--- config.mk ---
export PLATFORM = sky130hd
export DESIGN_NAME = smt_sequencer
export DESIGN_NICKNAME = d
export VERILOG_FILES = /design/src/pkg/smt_pkg.sv /design/src/hdl/smt_sequencer.sv
export SDC_FILE = /design/constraint.sdc
export NUM_CORES = 1
export LEC_CHECK = 0
export CAP_MARGIN = 30
export CORE_MARGIN = 5
export CORE_UTILIZATION = 39
export CTS_CLUSTER_SIZE = 28
export DETAILED_ROUTE_END_ITERATION = 16
export DONT_BUFFER_PORTS = 1
export GPL_TIMING_DRIVEN = 0
export HOLD_SLACK_MARGIN = 0.02
export SYNTH_ARGS = -nofsm -noshare
export SYNTH_HDL_FRONTEND = slang
export SYNTH_SLANG_ARGS = --single-unit
--- constraint.sdc ---
create_clock -name mclk -period 3.3 [get_ports mclk]
set_input_delay 0 -clock mclk [delete_from_list [all_inputs] [get_ports mclk]]
set_output_delay 0 -clock mclk [all_outputs]
set_load 0.005 [all_outputs]
--- src/pkg/smt_pkg.sv ---
// package: register map, field layout and types of the transfer sequencer
package smt_pkg;
  // ----------------------------------------------------------------
  // register byte offsets
  // ----------------------------------------------------------------
  localparam logic [7:0] OFS_CTRL   = 8'h00; // start_stop_control_reg
  localparam logic [7:0] OFS_STAT   = 8'h04; // controller_status_reg
  localparam logic [7:0] OFS_CMDAT  = 8'h08; // command_attribute_reg
  localparam logic [7:0] OFS_NBLK   = 8'h0c; // block_count_reg
  localparam logic [7:0] OFS_DONE   = 8'h10; // completed_block_count
  localparam logic [7:0] OFS_IFLAG  = 8'h14; // interrupt_flag_reg
  localparam logic [7:0] OFS_IMASK  = 8'h18; // interrupt_mask_reg
  localparam logic [7:0] OFS_TXPORT = 8'h1c; // transmit_fifo_port
  localparam logic [7:0] OFS_RXPORT = 8'h20; // receive_fifo_port
  // ----------------------------------------------------------------
  // start_stop_control_reg bits (write 1 for a one-shot action)
  // ----------------------------------------------------------------
  localparam int CTL_CLK_STOP   = 0;
  localparam int CTL_CLK_START  = 1;
  localparam int CTL_START_OP   = 2;
  localparam int CTL_EXIT_MULTI = 3;
  localparam int CTL_EXIT_XFER  = 4;
  localparam int CTL_PAUSE_ON   = 5;
  localparam int CTL_PAUSE_OFF  = 6;
  // ----------------------------------------------------------------
  // controller_status_reg bits
  // ----------------------------------------------------------------
  localparam int ST_RX_FULL   = 0;
  localparam int ST_RX_EMPTY  = 1;
  localparam int ST_TX_FULL   = 2;
  localparam int ST_CLK_EN    = 3;
  localparam int ST_PAUSE     = 4;
  localparam int ST_CARD_BUSY = 5;
  localparam int ST_ACTIVE    = 6;
  // ----------------------------------------------------------------
  // interrupt flag / mask bits
  // ----------------------------------------------------------------
  localparam int IRQ_DATA_DONE = 0;
  localparam int IRQ_PROG_DONE = 1;
  localparam int IRQ_RESP_END  = 2;
  localparam int IRQ_BITS      = 3;
  // ----------------------------------------------------------------
  // reset values and counts
  // ----------------------------------------------------------------
  localparam logic [15:0] NBLK_RESET  = 16'h0000;
  localparam logic [2:0]  IMASK_RESET = 3'h0;
  localparam int          CMDAT_BITS  = 11;
  // command attributes as laid out in command_attribute_reg
  typedef struct packed {
    logic       ioAbort;    // [10]
    logic       initSeq;    // [9]
    logic       busyExp;    // [8]
    logic       streamMode; // [7]
    logic       writeDir;   // [6]
    logic       dataEn;     // [5]
    logic [1:0] busWidth;   // [4:3]
    logic [2:0] respFmt;    // [2:0]
  } smt_cmdat_t;
  typedef enum logic [2:0] {
    SQ_IDLE  = 3'b000,
    SQ_CMD   = 3'b001,
    SQ_DATA  = 3'b010,
    SQ_PAUSE = 3'b011,
    SQ_BUSY  = 3'b100
  } smt_state_t;
endpackage : smt_pkg

--- src/hdl/smt_sequencer.sv ---
// transfer sequencer of a memory-card host controller, APB register slave
//
// Behaviour
// - program-done flag raised when card releases busy after write
// - card clock halts while receive FIFO is full
// - read pause: begin, status set when entered, end on request
// - response end, data done, program done as masked flags
`timescale 1ns/1ps
module smt_sequencer #(
  parameter int CLK_DIV  = 2,  // mclk cycles per card clock half period
  parameter int RX_DEPTH = 4,  // receive FIFO entries
  parameter int TX_DEPTH = 4   // transmit FIFO entries
) (
  input  wire logic        mclk,        // 40 MHz system clock
  input  wire logic        sys_rst,     // synchronous reset, active high
  input  wire logic        psel,        // APB select
  input  wire logic        penable,     // APB access phase
  input  wire logic        pwrite,      // APB direction
  input  wire logic [7:0]  paddr,       // APB byte address
  input  wire logic [31:0] pwdata,      // APB write data
  output logic      [31:0] prdata,      // APB read data
  output logic             pready,      // APB ready
  output logic             pslverr,     // APB error on unmapped address
  output logic             irq,         // masked interrupt, active high
  input  wire logic        cardDat0,    // card data line 0 pin, low = busy
  output logic             cardClock,   // card clock to the card
  output logic             phyStart,    // pulse: begin command on link
  output smt_pkg::smt_cmdat_t phyAttr,  // attributes of current command
  input  wire logic        phyRespEnd,  // pulse: response received
  input  wire logic        phyBlockEnd, // pulse: one block moved
  input  wire logic        phyRxValid,  // receive word offered
  input  wire logic [31:0] phyRxData,   // receive word
  output logic             phyTxValid,  // transmit word available
  input  wire logic        phyTxReady,  // link takes transmit word
  output logic      [31:0] phyTxData    // transmit word
);
  // ----------------------------------------------------------------
  // registers and state
  // ----------------------------------------------------------------
  smt_pkg::smt_cmdat_t cmdAttr;
  smt_pkg::smt_state_t state;
  logic [15:0] blockCount;
  logic [15:0] doneCount;
  logic [smt_pkg::IRQ_BITS-1:0] iflag;
  logic [smt_pkg::IRQ_BITS-1:0] imask;
  logic        clkReq;
  logic        clkRun;
  logic        exitReq;
  logic        busyCmd;
  logic [15:0] divCount;
  logic        dat0Meta;
  logic        dat0Sync;
  logic [31:0] rxMem [RX_DEPTH];
  logic [31:0] txMem [TX_DEPTH];
  logic [$clog2(RX_DEPTH):0] rxCount;
  logic [$clog2(TX_DEPTH):0] txCount;
  logic [$clog2(RX_DEPTH)-1:0] rxHead;
  logic [$clog2(RX_DEPTH)-1:0] rxTail;
  logic [$clog2(TX_DEPTH)-1:0] txHead;
  logic [$clog2(TX_DEPTH)-1:0] txTail;
  logic        wrAcc;
  logic        rdAcc;
  logic [31:0] ctlPulse;
  logic        rxFull;
  logic        txFull;
  logic        rxPush;
  logic        rxPop;
  logic        txPush;
  logic        txPop;
  logic        cardGated;
  logic        dataDone;
  logic        progDone;
  logic [smt_pkg::IRQ_BITS-1:0] irqSet;

  // ----------------------------------------------------------------
  // bus decode
  // ----------------------------------------------------------------
  function automatic logic hit(input logic [7:0] a, input logic [7:0] o);
    hit = (a == o);
  endfunction : hit

  function automatic logic mapped(input logic [7:0] a);
    mapped = (a[1:0] == 2'h0) && (a <= smt_pkg::OFS_RXPORT);
  endfunction : mapped

  assign pready   = 1'b1;
  assign pslverr  = psel && penable && !mapped(paddr);
  assign wrAcc    = psel && penable && pwrite && mapped(paddr);
  assign rdAcc    = psel && penable && !pwrite && mapped(paddr);
  assign ctlPulse = (wrAcc && hit(paddr, smt_pkg::OFS_CTRL)) ? pwdata
                                                               : 32'h0;

  always_comb begin
    prdata = 32'h0;
    if (!psel || pwrite) begin
      prdata = 32'h0;
    end else if (hit(paddr, smt_pkg::OFS_STAT)) begin
      prdata[smt_pkg::ST_RX_FULL]   = rxFull;
      prdata[smt_pkg::ST_RX_EMPTY]  = (rxCount == '0);
      prdata[smt_pkg::ST_TX_FULL]   = txFull;
      prdata[smt_pkg::ST_CLK_EN]    = clkRun;
      prdata[smt_pkg::ST_PAUSE]     = (state == smt_pkg::SQ_PAUSE);
      prdata[smt_pkg::ST_CARD_BUSY] = !dat0Sync;
      prdata[smt_pkg::ST_ACTIVE]    = (state != smt_pkg::SQ_IDLE);
    end else if (hit(paddr, smt_pkg::OFS_CMDAT)) begin
      prdata[smt_pkg::CMDAT_BITS-1:0] = cmdAttr;
    end else if (hit(paddr, smt_pkg::OFS_NBLK)) begin
      prdata[15:0] = blockCount;
    end else if (hit(paddr, smt_pkg::OFS_DONE)) begin
      prdata[15:0] = doneCount;
    end else if (hit(paddr, smt_pkg::OFS_IFLAG)) begin
      prdata[smt_pkg::IRQ_BITS-1:0] = iflag;
    end else if (hit(paddr, smt_pkg::OFS_IMASK)) begin
      prdata[smt_pkg::IRQ_BITS-1:0] = imask;
    end else if (hit(paddr, smt_pkg::OFS_RXPORT)) begin
      prdata = rxMem[rxHead];
    end
  end

  // ----------------------------------------------------------------
  // software-written configuration
  // ----------------------------------------------------------------
  always_ff @(posedge mclk) begin
    if (sys_rst) begin
      cmdAttr    <= '0;
      blockCount <= smt_pkg::NBLK_RESET;
      imask      <= smt_pkg::IMASK_RESET;
    end else if (wrAcc) begin
      if (hit(paddr, smt_pkg::OFS_CMDAT)) begin
        cmdAttr <= pwdata[smt_pkg::CMDAT_BITS-1:0];
      end else if (hit(paddr, smt_pkg::OFS_NBLK)) begin
        blockCount <= pwdata[15:0];
      end else if (hit(paddr, smt_pkg::OFS_IMASK)) begin
        imask <= pwdata[smt_pkg::IRQ_BITS-1:0];
      end
    end
  end

  // ----------------------------------------------------------------
  // busy pin synchroniser
  // ----------------------------------------------------------------
  always_ff @(posedge mclk) begin
    if (sys_rst) begin
      dat0Meta <= 1'b1;
      dat0Sync <= 1'b1;
    end else begin
      dat0Meta <= cardDat0;
      dat0Sync <= dat0Meta;
    end
  end

  // ----------------------------------------------------------------
  // card clock
  // ----------------------------------------------------------------
  // the clock only stops or restarts while low, so no runt pulse
  assign cardGated = !clkReq || rxFull;

  always_ff @(posedge mclk) begin
    if (sys_rst) begin
      clkReq <= 1'b1;
    end else if (ctlPulse[smt_pkg::CTL_CLK_STOP]) begin
      clkReq <= 1'b0;
    end else if (ctlPulse[smt_pkg::CTL_CLK_START]) begin
      clkReq <= 1'b1;
    end
  end

  always_ff @(posedge mclk) begin
    if (sys_rst) begin
      divCount  <= '0;
      cardClock <= 1'b0;
      clkRun    <= 1'b1;
    end else if (!cardClock && cardGated) begin
      divCount <= '0;
      clkRun   <= clkReq;
    end else if (divCount == 16'(CLK_DIV - 1)) begin
      divCount  <= '0;
      cardClock <= !cardClock;
      clkRun    <= 1'b1;
    end else begin
      divCount <= divCount + 16'h1;
    end
  end

  // ----------------------------------------------------------------
  // data FIFOs
  // ----------------------------------------------------------------
  assign rxFull     = (rxCount == ($clog2(RX_DEPTH)+1)'(RX_DEPTH));
  assign txFull     = (txCount == ($clog2(TX_DEPTH)+1)'(TX_DEPTH));
  assign rxPush     = phyRxValid && !rxFull && (state == smt_pkg::SQ_DATA);
  assign rxPop      = rdAcc && hit(paddr, smt_pkg::OFS_RXPORT)
                      && (rxCount != '0);
  assign txPush     = wrAcc && hit(paddr, smt_pkg::OFS_TXPORT) && !txFull;
  assign phyTxValid = (txCount != '0);
  assign txPop      = phyTxValid && phyTxReady;
  assign phyTxData  = txMem[txHead];

  always_ff @(posedge mclk) begin
    if (sys_rst) begin
      rxHead  <= '0;
      rxTail  <= '0;
      rxCount <= '0;
    end else begin
      if (rxPush) begin
        rxMem[rxTail] <= phyRxData;
        rxTail <= rxTail + 1'b1;
      end
      if (rxPop) begin
        rxHead <= rxHead + 1'b1;
      end
      rxCount <= rxCount + ($bits(rxCount))'(rxPush)
                 - ($bits(rxCount))'(rxPop);
    end
  end

  always_ff @(posedge mclk) begin
    if (sys_rst) begin
      txHead  <= '0;
      txTail  <= '0;
      txCount <= '0;
    end else begin
      if (txPush) begin
        txMem[txTail] <= pwdata;
        txTail <= txTail + 1'b1;
      end
      if (txPop) begin
        txHead <= txHead + 1'b1;
      end
      txCount <= txCount + ($bits(txCount))'(txPush)
                 - ($bits(txCount))'(txPop);
    end
  end

  // ----------------------------------------------------------------
  // sequencer
  // ----------------------------------------------------------------
  // counted blocks end unless open-ended (zero count) or streaming
  assign dataDone = (state inside {smt_pkg::SQ_DATA, smt_pkg::SQ_PAUSE})
    && (exitReq || (phyBlockEnd && !cmdAttr.streamMode
        && blockCount != 16'h0
        && doneCount + 16'h1 == blockCount));
  assign progDone = (state == smt_pkg::SQ_BUSY) && dat0Sync;
  assign phyAttr  = cmdAttr;

  always_ff @(posedge mclk) begin
    if (sys_rst) begin
      exitReq <= 1'b0;
    end else if (state == smt_pkg::SQ_IDLE || dataDone) begin
      exitReq <= 1'b0;
    end else if (ctlPulse[smt_pkg::CTL_EXIT_MULTI]
                 || ctlPulse[smt_pkg::CTL_EXIT_XFER]) begin
      exitReq <= 1'b1;
    end
  end

  always_ff @(posedge mclk) begin
    if (sys_rst) begin
      state     <= smt_pkg::SQ_IDLE;
      phyStart  <= 1'b0;
      doneCount <= '0;
      busyCmd   <= 1'b0;
    end else begin
      phyStart <= 1'b0;
      case (state)
        smt_pkg::SQ_IDLE: begin
          if (ctlPulse[smt_pkg::CTL_START_OP]) begin
            phyStart  <= 1'b1;
            doneCount <= '0;
            busyCmd   <= cmdAttr.busyExp;
            state     <= smt_pkg::SQ_CMD;
          end
        end
        smt_pkg::SQ_CMD: begin
          if (phyRespEnd) begin
            if (cmdAttr.dataEn) begin
              state <= smt_pkg::SQ_DATA;
            end else if (busyCmd) begin
              state <= smt_pkg::SQ_BUSY;
            end else begin
              state <= smt_pkg::SQ_IDLE;
            end
          end
        end
        smt_pkg::SQ_DATA: begin
          if (phyBlockEnd) begin
            doneCount <= doneCount + 16'h1;
          end
          if (dataDone) begin
            state <= cmdAttr.writeDir ? smt_pkg::SQ_BUSY
                                      : smt_pkg::SQ_IDLE;
          end else if (ctlPulse[smt_pkg::CTL_PAUSE_ON]
                       && !cmdAttr.writeDir) begin
            state <= smt_pkg::SQ_PAUSE;
          end
        end
        smt_pkg::SQ_PAUSE: begin
          if (dataDone) begin
            state <= smt_pkg::SQ_IDLE;
          end else if (ctlPulse[smt_pkg::CTL_PAUSE_OFF]) begin
            state <= smt_pkg::SQ_DATA;
          end
        end
        smt_pkg::SQ_BUSY: begin
          if (dat0Sync) begin
            state <= smt_pkg::SQ_IDLE;
          end
        end
        default: begin
          state <= smt_pkg::SQ_IDLE;
        end
      endcase
    end
  end

  // ----------------------------------------------------------------
  // interrupt flags: write 1 clears, a new event wins over the clear
  // ----------------------------------------------------------------
  always_comb begin
    irqSet = '0;
    irqSet[smt_pkg::IRQ_DATA_DONE] = dataDone;
    irqSet[smt_pkg::IRQ_PROG_DONE] = progDone;
    irqSet[smt_pkg::IRQ_RESP_END]  = (state == smt_pkg::SQ_CMD)
                                     && phyRespEnd;
  end

  always_ff @(posedge mclk) begin
    if (sys_rst) begin
      iflag <= '0;
    end else if (wrAcc && hit(paddr, smt_pkg::OFS_IFLAG)) begin
      iflag <= (iflag & ~pwdata[smt_pkg::IRQ_BITS-1:0]) | irqSet;
    end else begin
      iflag <= iflag | irqSet;
    end
  end

  always_ff @(posedge mclk) begin
    if (sys_rst) begin
      irq <= 1'b0;
    end else begin
      irq <= |(iflag & imask);
    end
  end
endmodule : smt_sequencer

==> results of run 1 <==
==> per-stage QoR <==
| step | total power, mW | cells | area, µm² | hold WS (ps) | utilization (%) |
|---|---|---|---|---|---|
| floorplan | 5.41 | 1025 | 14700 | 98.9 | - |
| global placement | 5.56 | 1536 | 15400 | 99.0 | 41.0 |
| detailed placement | 5.57 | 1536 | 15400 | 99.1 | 41.0 |
| CTS | 9.98 | 1686 | 17500 | 25.0 | 46.6 |
| global route | 10.2 | 1688 | 17500 | 96.6 | 46.6 |
| finish | 9.87 | 1688 | 17500 | 64.2 | 46.6 |
==> cell type report <==
type / instances / share of cell area, %
inverter: 13 / 0.279
multi-input combinational: 599 / 27.6
tap: 511 / 3.66
clock buffer: 48 / 6.19
timing repair buffer: 81 / 4.64
buffer: 62 / 1.58
antenna: 2 / 0.0286
clock inverter: 21 / 1.10
sequential: 351 / 54.9
==> worst register-to-register path, cell delays in order (launching register included) <==
cell      delay (ps)
dfxtp_1          310
clkbuf_1         360
inv_1            250
nor2_2           450
nand3_1          290
nor2_1           260
and2_2           790
==> cells in the final DEF, fill, tap and decap left out, types with 10 or more instances in the layout <==
cell type,count
nand3_1,25
clkbuf_1,40
nand4_1,11
and2_1,10
xor2_1,22
nand2_1,59
mux4_2,64
and3_1,29
nor4_1,10
or3_1,10
a21oi_1,47
nor2_1,84
a31oi_1,10
nor3_1,19
a22oi_1,10
clkbuf_16,41
edfxtp_1,256
nand2b_1,11
buf_2,11
dfxtp_1,95
mux2i_1,25
dlygate4sd3_1,81
inv_1,13
xnor2_1,19
o21ai_0,21
ha_1,15
==> state kept, by name, indices dropped and copies added (netlist names), 2 cells and up, named ones only <==
register / flops
divCount: 16
rxMem: 128
txHead: 2
doneCount: 16
state: 3
txTail: 2
txCount: 3
phyAttr: 11
iflag: 3
rxCount: 3
imask: 3
rxHead: 2
txMem: 128
rxTail: 2
blockCount: 16
==> worst max-delay path by stage <==
stage	end	slack [ps]	depth (start not counted)
floorplan	rxMem[0][0]$_DFFE_PP_	700	6
global placement	rxMem[1][13]$_DFFE_PP_	-580	6
detailed placement	rxMem[0][13]$_DFFE_PP_	-10	6
CTS	rxMem[3][25]$_DFFE_PP_	200	6
global route	rxCount[2]$_SDFF_PP0_	20	12
finish	rxMem[1][31]$_DFFE_PP_	190	6
==> report_power, final <==
group          internal [mW]  switching, mW  leakage [nW]  total (mW)
combinational          0.376          0.400          1.98       0.776
clock                   2.57           1.73         0.624        4.30
sequential              4.76         0.0337          3.07        4.80
total                   7.70           2.16          5.67        9.87
==> kinds of logic after synthesis <==
| kind of cell | Yosys count |
|---|---|
| DFF | 351 |
| and+or+nand+nor | 312 |
| AOI/OAI and AO/OA | 135 |
| muxes | 93 |
| buffers and inverters | 75 |
| xor gates and xnor gates | 41 |
| adders and majority gates | 17 |
| other | 1 |
==> timing repair <==
action,CTS,global route
hold endpoints to repair,308,0
resized for setup,2,0
hold buffers,81,0
setup endpoints to repair,97,0
==> per-layer routing <==
| metal | vias to the layer above | track usage (%) | routed length, µm |
|---|---|---|---|
| met5 | - | 0 | 23 |
| met4 | 4 | 4.19 | 716 |
| met3 | 57 | 5.27 | 2970 |
| met2 | 352 | 26.7 | 16700 |
| met1 | 4511 | 24.5 | 16600 |
| li1 | 4198 | - | - |
==> results.ini, run 1 <==
[detailed_routing]
dr.first_iter.drc_count = 721
wirelength_um = 37000
dr.pass1.iters = 6
drc = 0
wl_per_cell_um = 21.9
vias = 9122
antenna_left = 0
avgViaCountPerCell = 5.40

[floorplan]
die_area_mm2 = 0.0418
initial_core_util_pct = 39.3
fp.dieH_um = 204
core_area_mm2 = 0.0375
io_pins = 163
std_cell_rows = 71
die-width_um = 204

[sta]
setup_viol = 0
final.setup_skew_ps = 13.0
period_needed_ps = 3110
max_freq_mhz = 322
max-slew-margin-rel_pct = 39.1
worst_slack_ps = 190
drv_slew = 0
grt_setup_unrepaired = no
tightest_slew_ps = 914
fin_crit_sh_pct = 94.2
setup_tns_ps = 0
hold_viol_final = 0

[power_and_ir_drop]
powerDensity_mw_per_mm2 = 565
ir_drop_uv = 472
p_leak_nw = 5.67

[final_layout]
n_fill_cell = 3359
seq_area_mm2 = 0.00959
multi_input_area_mm2 = 0.00483
nets = 1245
drive_gt1_share_pct = 14.6
syn_to_final_growth_pct = 18.6

[worst_setup_path]
worstPathArrival_ps = 3250
critPathTopFamily = simple AND/OR/NAND/NOR gates
startpoint_type = flip-flop
cpPeakStageDelay_ps = 790
reg2reg_depth = 6
cp-end-kind = flip-flop
startpoint = state[1]$_SDFFE_PP0P_
crit_buf_inv = 2
cp_slowest_cell = and2_2
r2r_start = state[1]$_SDFFE_PP0P_
rrSetupSlack_ps = 190
crit_required_ps = 3440
critical_path_class = flip-flop to flip-flop
rr_endpoint = rxMem[1][31]$_DFFE_PP_
crit_path_cell_trace = clkbuf_1, inv_1, nor2_2, nand3_1, nor2_1, and2_2
cp_max_fo = 32

[synthesis]
synth_edf_count = 256
yosys-top-cells-count = 256 x edfxtp_1, 95 x dfxtp_1, 85 x nor2_1, 64 x mux4_2, 59 x nand2_1
synth_mux_area_share_pct = 11.8
synth_top_cell_area_share_pct = 52.2
synthCells = 1025
synth_nets = 1124
synth_cell_types = 68
async_flop_share_pct = 0
yosys_register_bits = 351
synthSimpleGateAreaFrac_pct = 11.0
yosys.area.top_type = edfxtp_1
syn_area_mm2 = 0.0147
synth.area.top_cells = edfxtp_1 52%, dfxtp_1 13%, mux4_2 9.8%
synth_compound_area_share_pct = 5.90
synth_ff_type = edfxtp_1
yosysMostFrequentCell = edfxtp_1
yosysWarnings = 0
synth-seq-area-share_pct = 65.1
synth_xor_area_share_pct = 2.44
synthAdderAreaFrac_pct = 1.55
synth.avg_cell_area_um2 = 14.4
synth_top_family_by_area = multiplexers

[placed_design]
gp_congestion = 0.868
dp_slack_ps = -10.8
dp_hpwl_um = 25100
io_buffers = 0

[clocking]
worstSkewPairLatency_ps = 530
htree_levels = 2
postCtsSetupBuffers = 0
numClockSinks = 351
cts_tree = yes
cts_buffer_depth = 3
cts-root-buf = clkbuf_16
clk_pin_slew_ps = 60
cts_buffers = 38

[global_routing]
grt_pass1_wl_um = 55900
grt_max_degree = 33
antenna_found_initial = 4
gr-total-overflow = 0
grt_util_all_layers_pct = 17.4
grt_pass1_vias = 9037

[flow_run]
maxCapViolations = 0

[worst_hold_path]
min_path_cells = 5
hold_class = primary input to flip-flop
whs_endpoint = imask[1]$_SDFFE_PP0P_
min_from = paddr[6]

[run_status]
status = completed

No activity file was read; power rests on OpenSTA's default activity.
==> run 2: changes to the inputs <==
--- a/config.mk
+++ b/config.mk
@@ -5,7 +5,8 @@
 export SDC_FILE = /design/constraint.sdc
 export NUM_CORES = 1
 export LEC_CHECK = 0
-export CAP_MARGIN = 30
+export ABC_AREA = 1
+export CAP_MARGIN = 10
 export CORE_MARGIN = 5
 export CORE_UTILIZATION = 39
 export CTS_CLUSTER_SIZE = 28
==> run 2 against run 1 <==
Effect of this change:
- total power is 0.36% lower
- count of clock-buffer cells in the layout is 4 lower
- register-to-register slack better by 240 ps
- critical path type is now flip-flop to output pin
- largest power group unchanged
- highest routed layer unchanged
==> results.ini, run 2 <==
[run_status]
status = completed  ; unchanged

[sta]
tightest_slew_ps = 727  ; was 914 ps
grt_setup_unrepaired = no  ; unchanged
worst_slack_ps = 338  ; was 190 ps
fin_crit_sh_pct = 89.8  ; was 94.2%
setup_viol = 0  ; unchanged
max_freq_mhz = 338  ; was 322 MHz
period_needed_ps = 2960  ; was 3110 ps
max-slew-margin-rel_pct = 51.3  ; was 39.1%
final.setup_skew_ps = 9.02  ; was 13.0 ps
drv_slew = 0  ; unchanged
hold_viol_final = 0  ; unchanged

[worst_setup_path]
reg2reg_depth = 9  ; was 6
cp_max_fo = 10  ; was 32
cp-end-kind = output pin  ; was flip-flop
crit_buf_inv = 2  ; unchanged
critPathTopFamily = compound AO/OA/AOI/OAI gates  ; was simple AND/OR/NAND/NOR gates
cp.depth = 6  ; unchanged
crit_required_ps = 3300  ; was 3440 ps
cpPeakStageDelay_ps = 730  ; was 790 ps
critical_path_class = flip-flop to output pin  ; was flip-flop to flip-flop
rrSetupSlack_ps = 430  ; was 190 ps
cp_slowest_cell = a221oi_1  ; was and2_2
startpoint_type = flip-flop  ; unchanged
crit_path_cell_trace = clkbuf_1, clkbuf_1, a21oi_1, a221oi_1, a21oi_1, a221oi_1  ; was clkbuf_1, inv_1, nor2_2, nand3_1, nor2_1, and2_2
worstPathArrival_ps = 2960  ; was 3250 ps

[synthesis]
synth_nets = 1544  ; was 1124
synth_ff_type = edfxtp_1  ; unchanged
synth.area.top_cells = edfxtp_1 52%, dfxtp_1 13%, o21ai_0 6.6%  ; was edfxtp_1 52%, dfxtp_1 13%, mux4_2 9.8%
synthCells = 1445  ; was 1025
synth_edf_count = 256  ; unchanged
yosys-top-cells-count = 256 x edfxtp_1, 234 x nor2_1, 195 x o21ai_0, 137 x nand2_1, 120 x inv_1  ; was 256 x edfxtp_1, 95 x dfxtp_1, 85 x nor2_1, 64 x mux4_2, 59 x nand2_1
yosysMostFrequentCell = edfxtp_1  ; unchanged
async_flop_share_pct = 0  ; unchanged
yosys_register_bits = 351  ; unchanged
synth-seq-area-share_pct = 64.4  ; was 65.1%
yosysWarnings = 0  ; unchanged
syn_area_mm2 = 0.0149  ; was 0.0147 mm²
synth_top_cell_area_share_pct = 51.6  ; was 52.2%
synth_cell_types = 52  ; was 68
yosys.area.top_type = edfxtp_1  ; unchanged
synth.avg_cell_area_um2 = 10.3  ; was 14.4 µm²

[clocking]
htree_levels = 2  ; unchanged
cts_buffers = 38  ; unchanged
numClockSinks = 351  ; unchanged
cts_tree = yes  ; unchanged
cts_buffer_depth = 3  ; unchanged
postCtsSetupBuffers = 0  ; unchanged
worstSkewPairLatency_ps = 530  ; about the same
clk_pin_slew_ps = 60  ; about the same
cts-root-buf = clkbuf_16  ; unchanged

[global_routing]
grt_max_degree = 29  ; was 33
gr-total-overflow = 0  ; unchanged
grt_pass1_wl_um = 61500  ; was 55900 µm
grt_util_all_layers_pct = 18.8  ; was 17.4%
grt_pass1_vias = 10700  ; was 9037
antenna_found_initial = 4  ; unchanged

[detailed_routing]
dr.first_iter.drc_count = 911  ; was 721
drc = 0  ; unchanged
vias = 11000  ; was 9122
wl_per_cell_um = 19.1  ; was 21.9 µm
antenna_left = 0  ; unchanged
dr.pass1.iters = 5  ; was 6
avgViaCountPerCell = 5.22  ; was 5.40
wirelength_um = 40300  ; was 37000 µm

[floorplan]
die_area_mm2 = 0.0422  ; was 0.0418 mm²
initial_core_util_pct = 39.6  ; was 39.3%
io_pins = 163  ; unchanged
std_cell_rows = 71  ; unchanged
die-width_um = 205  ; was 204 µm
core_area_mm2 = 0.0377  ; was 0.0375 mm²
fp.dieH_um = 205  ; was 204 µm

[final_layout]
largest_registers = rxMem (128), txMem (128)  ; unchanged
n_fill_cell = 3531  ; was 3359
final_common_cell = edfxtp_1  ; unchanged
final_core_utilization_pct = 47.2  ; was 46.6%
layout_common_cells = 256 x edfxtp_1, 225 x nor2_1, 195 x o21ai_0, 137 x nand2_1, 120 x inv_1  ; was 256 x edfxtp_1, 95 x dfxtp_1, 84 x nor2_1, 81 x dlygate4sd3_1, 64 x mux4_2
syn_to_final_growth_pct = 19.4  ; was 18.6%
stdcell_count = 2113  ; was 1688
nets = 1673  ; was 1245
drive_gt1_share_pct = 7.19  ; was 14.6%

[worst_hold_path]
min_path_cells = 6  ; was 5
hold_class = primary input to flip-flop  ; unchanged

[power_and_ir_drop]
p_leak_nw = 6.02  ; was 5.67 nW
power_mw = 9.83  ; was 9.87 mW
ir_drop_uv = 532  ; was 472 µV
powerDensity_mw_per_mm2 = 553  ; was 565 mW/mm²

[flow_run]
maxCapViolations = 0  ; unchanged

[placed_design]
gp_congestion = 0.882  ; was 0.868
placed_cells = 1964  ; was 1536
dp_hpwl_um = 28000  ; was 25100 µm
io_buffers = 0  ; unchanged
dp_slack_ps = 84.1  ; was -10.8 ps

-- run 2: cell type report --
cell class | count | area, µm² | share of cell area, %
multi-input combinational | 907 | 4650 | 26.1
antenna | 2 | 5.00 | 0.0281
timing repair buffer | 89 | 1020 | 5.71
sequential | 351 | 9590 | 53.9
tap | 511 | 639 | 3.59
clock inverter | 22 | 149 | 0.837
clock buffer | 44 | 1010 | 5.70
buffer | 60 | 251 | 1.41
inverter | 127 | 477 | 2.68
-- run 2: kinds of logic after synthesis --
group | Yosys count | synth area share (%)
flops | 351 | 64.4
xor+xnor | 5 | 0.386
fa+ha+maj | 17 | 1.53
compound gates | 396 | 14.6
simple gates | 488 | 14.3
buf+inv | 187 | 4.89
other cells | 1 | 0.0252
-- run 2: power breakdown --
group,switching [mW],internal (mW),total (mW)
clock network,1.71,2.28,4.00
logic,0.693,0.307,0.999
registers,0.0507,4.78,4.84
total,2.46,7.37,9.83
-- run 2: repair_timing --
item,in CTS,in global routing
hold buffers,81,0
endpoints found under the setup margin,0,54
resized for setup,0,2
hold endpoints to repair,341,0
-- run 2: worst reg2reg max path, cell delays in order (launching register included) --
cell,delay [ps]
dfxtp_1,350
inv_1,50
nor2_1,110
inv_1,90
nor2_2,510
nand3_1,280
inv_1,150
nand2_1,230
nor2_4,550
buf_16,240
-- run 2: path summary, 6_finish.rpt --
| check | startpoint | to |
|---|---|---|
| worst max-delay path | flip-flop | prdata[6] |
| worst min-delay path | paddr[5] | txTail[0]$_SDFFE_PP0P_ |
| worst max register to register | state[1]$_SDFFE_PP0P_ | rxMem[1][29]$_DFFE_PP_ |
| worst min register to register | dat0Meta$_SDFF_PP1_ | dat0Sync$_SDFF_PP1_ |
-- run 2: routing by layer --
layer  share of wire [%]  up-vias  global-route usage (%)
li1                    -     5350                       -
met1                  43     5228                    25.4
met2                  46      386                    29.6
met3                 9.5       63                    5.55
met4                 2.0        4                    5.12
met5               0.057        -                       0
-- run 2: stage by stage --
step	hold WS [ps]	TNS [ps]	cell area [µm²]
5_1_grt	71.3	0	17800
4_1_cts	34.4	0	17800
3_3_place_gp	99.0	-372130	15500
2_1_floorplan	74.3	0	14900
3_5_place_dp	99.0	0	15800
6_report	53.8	0	17800
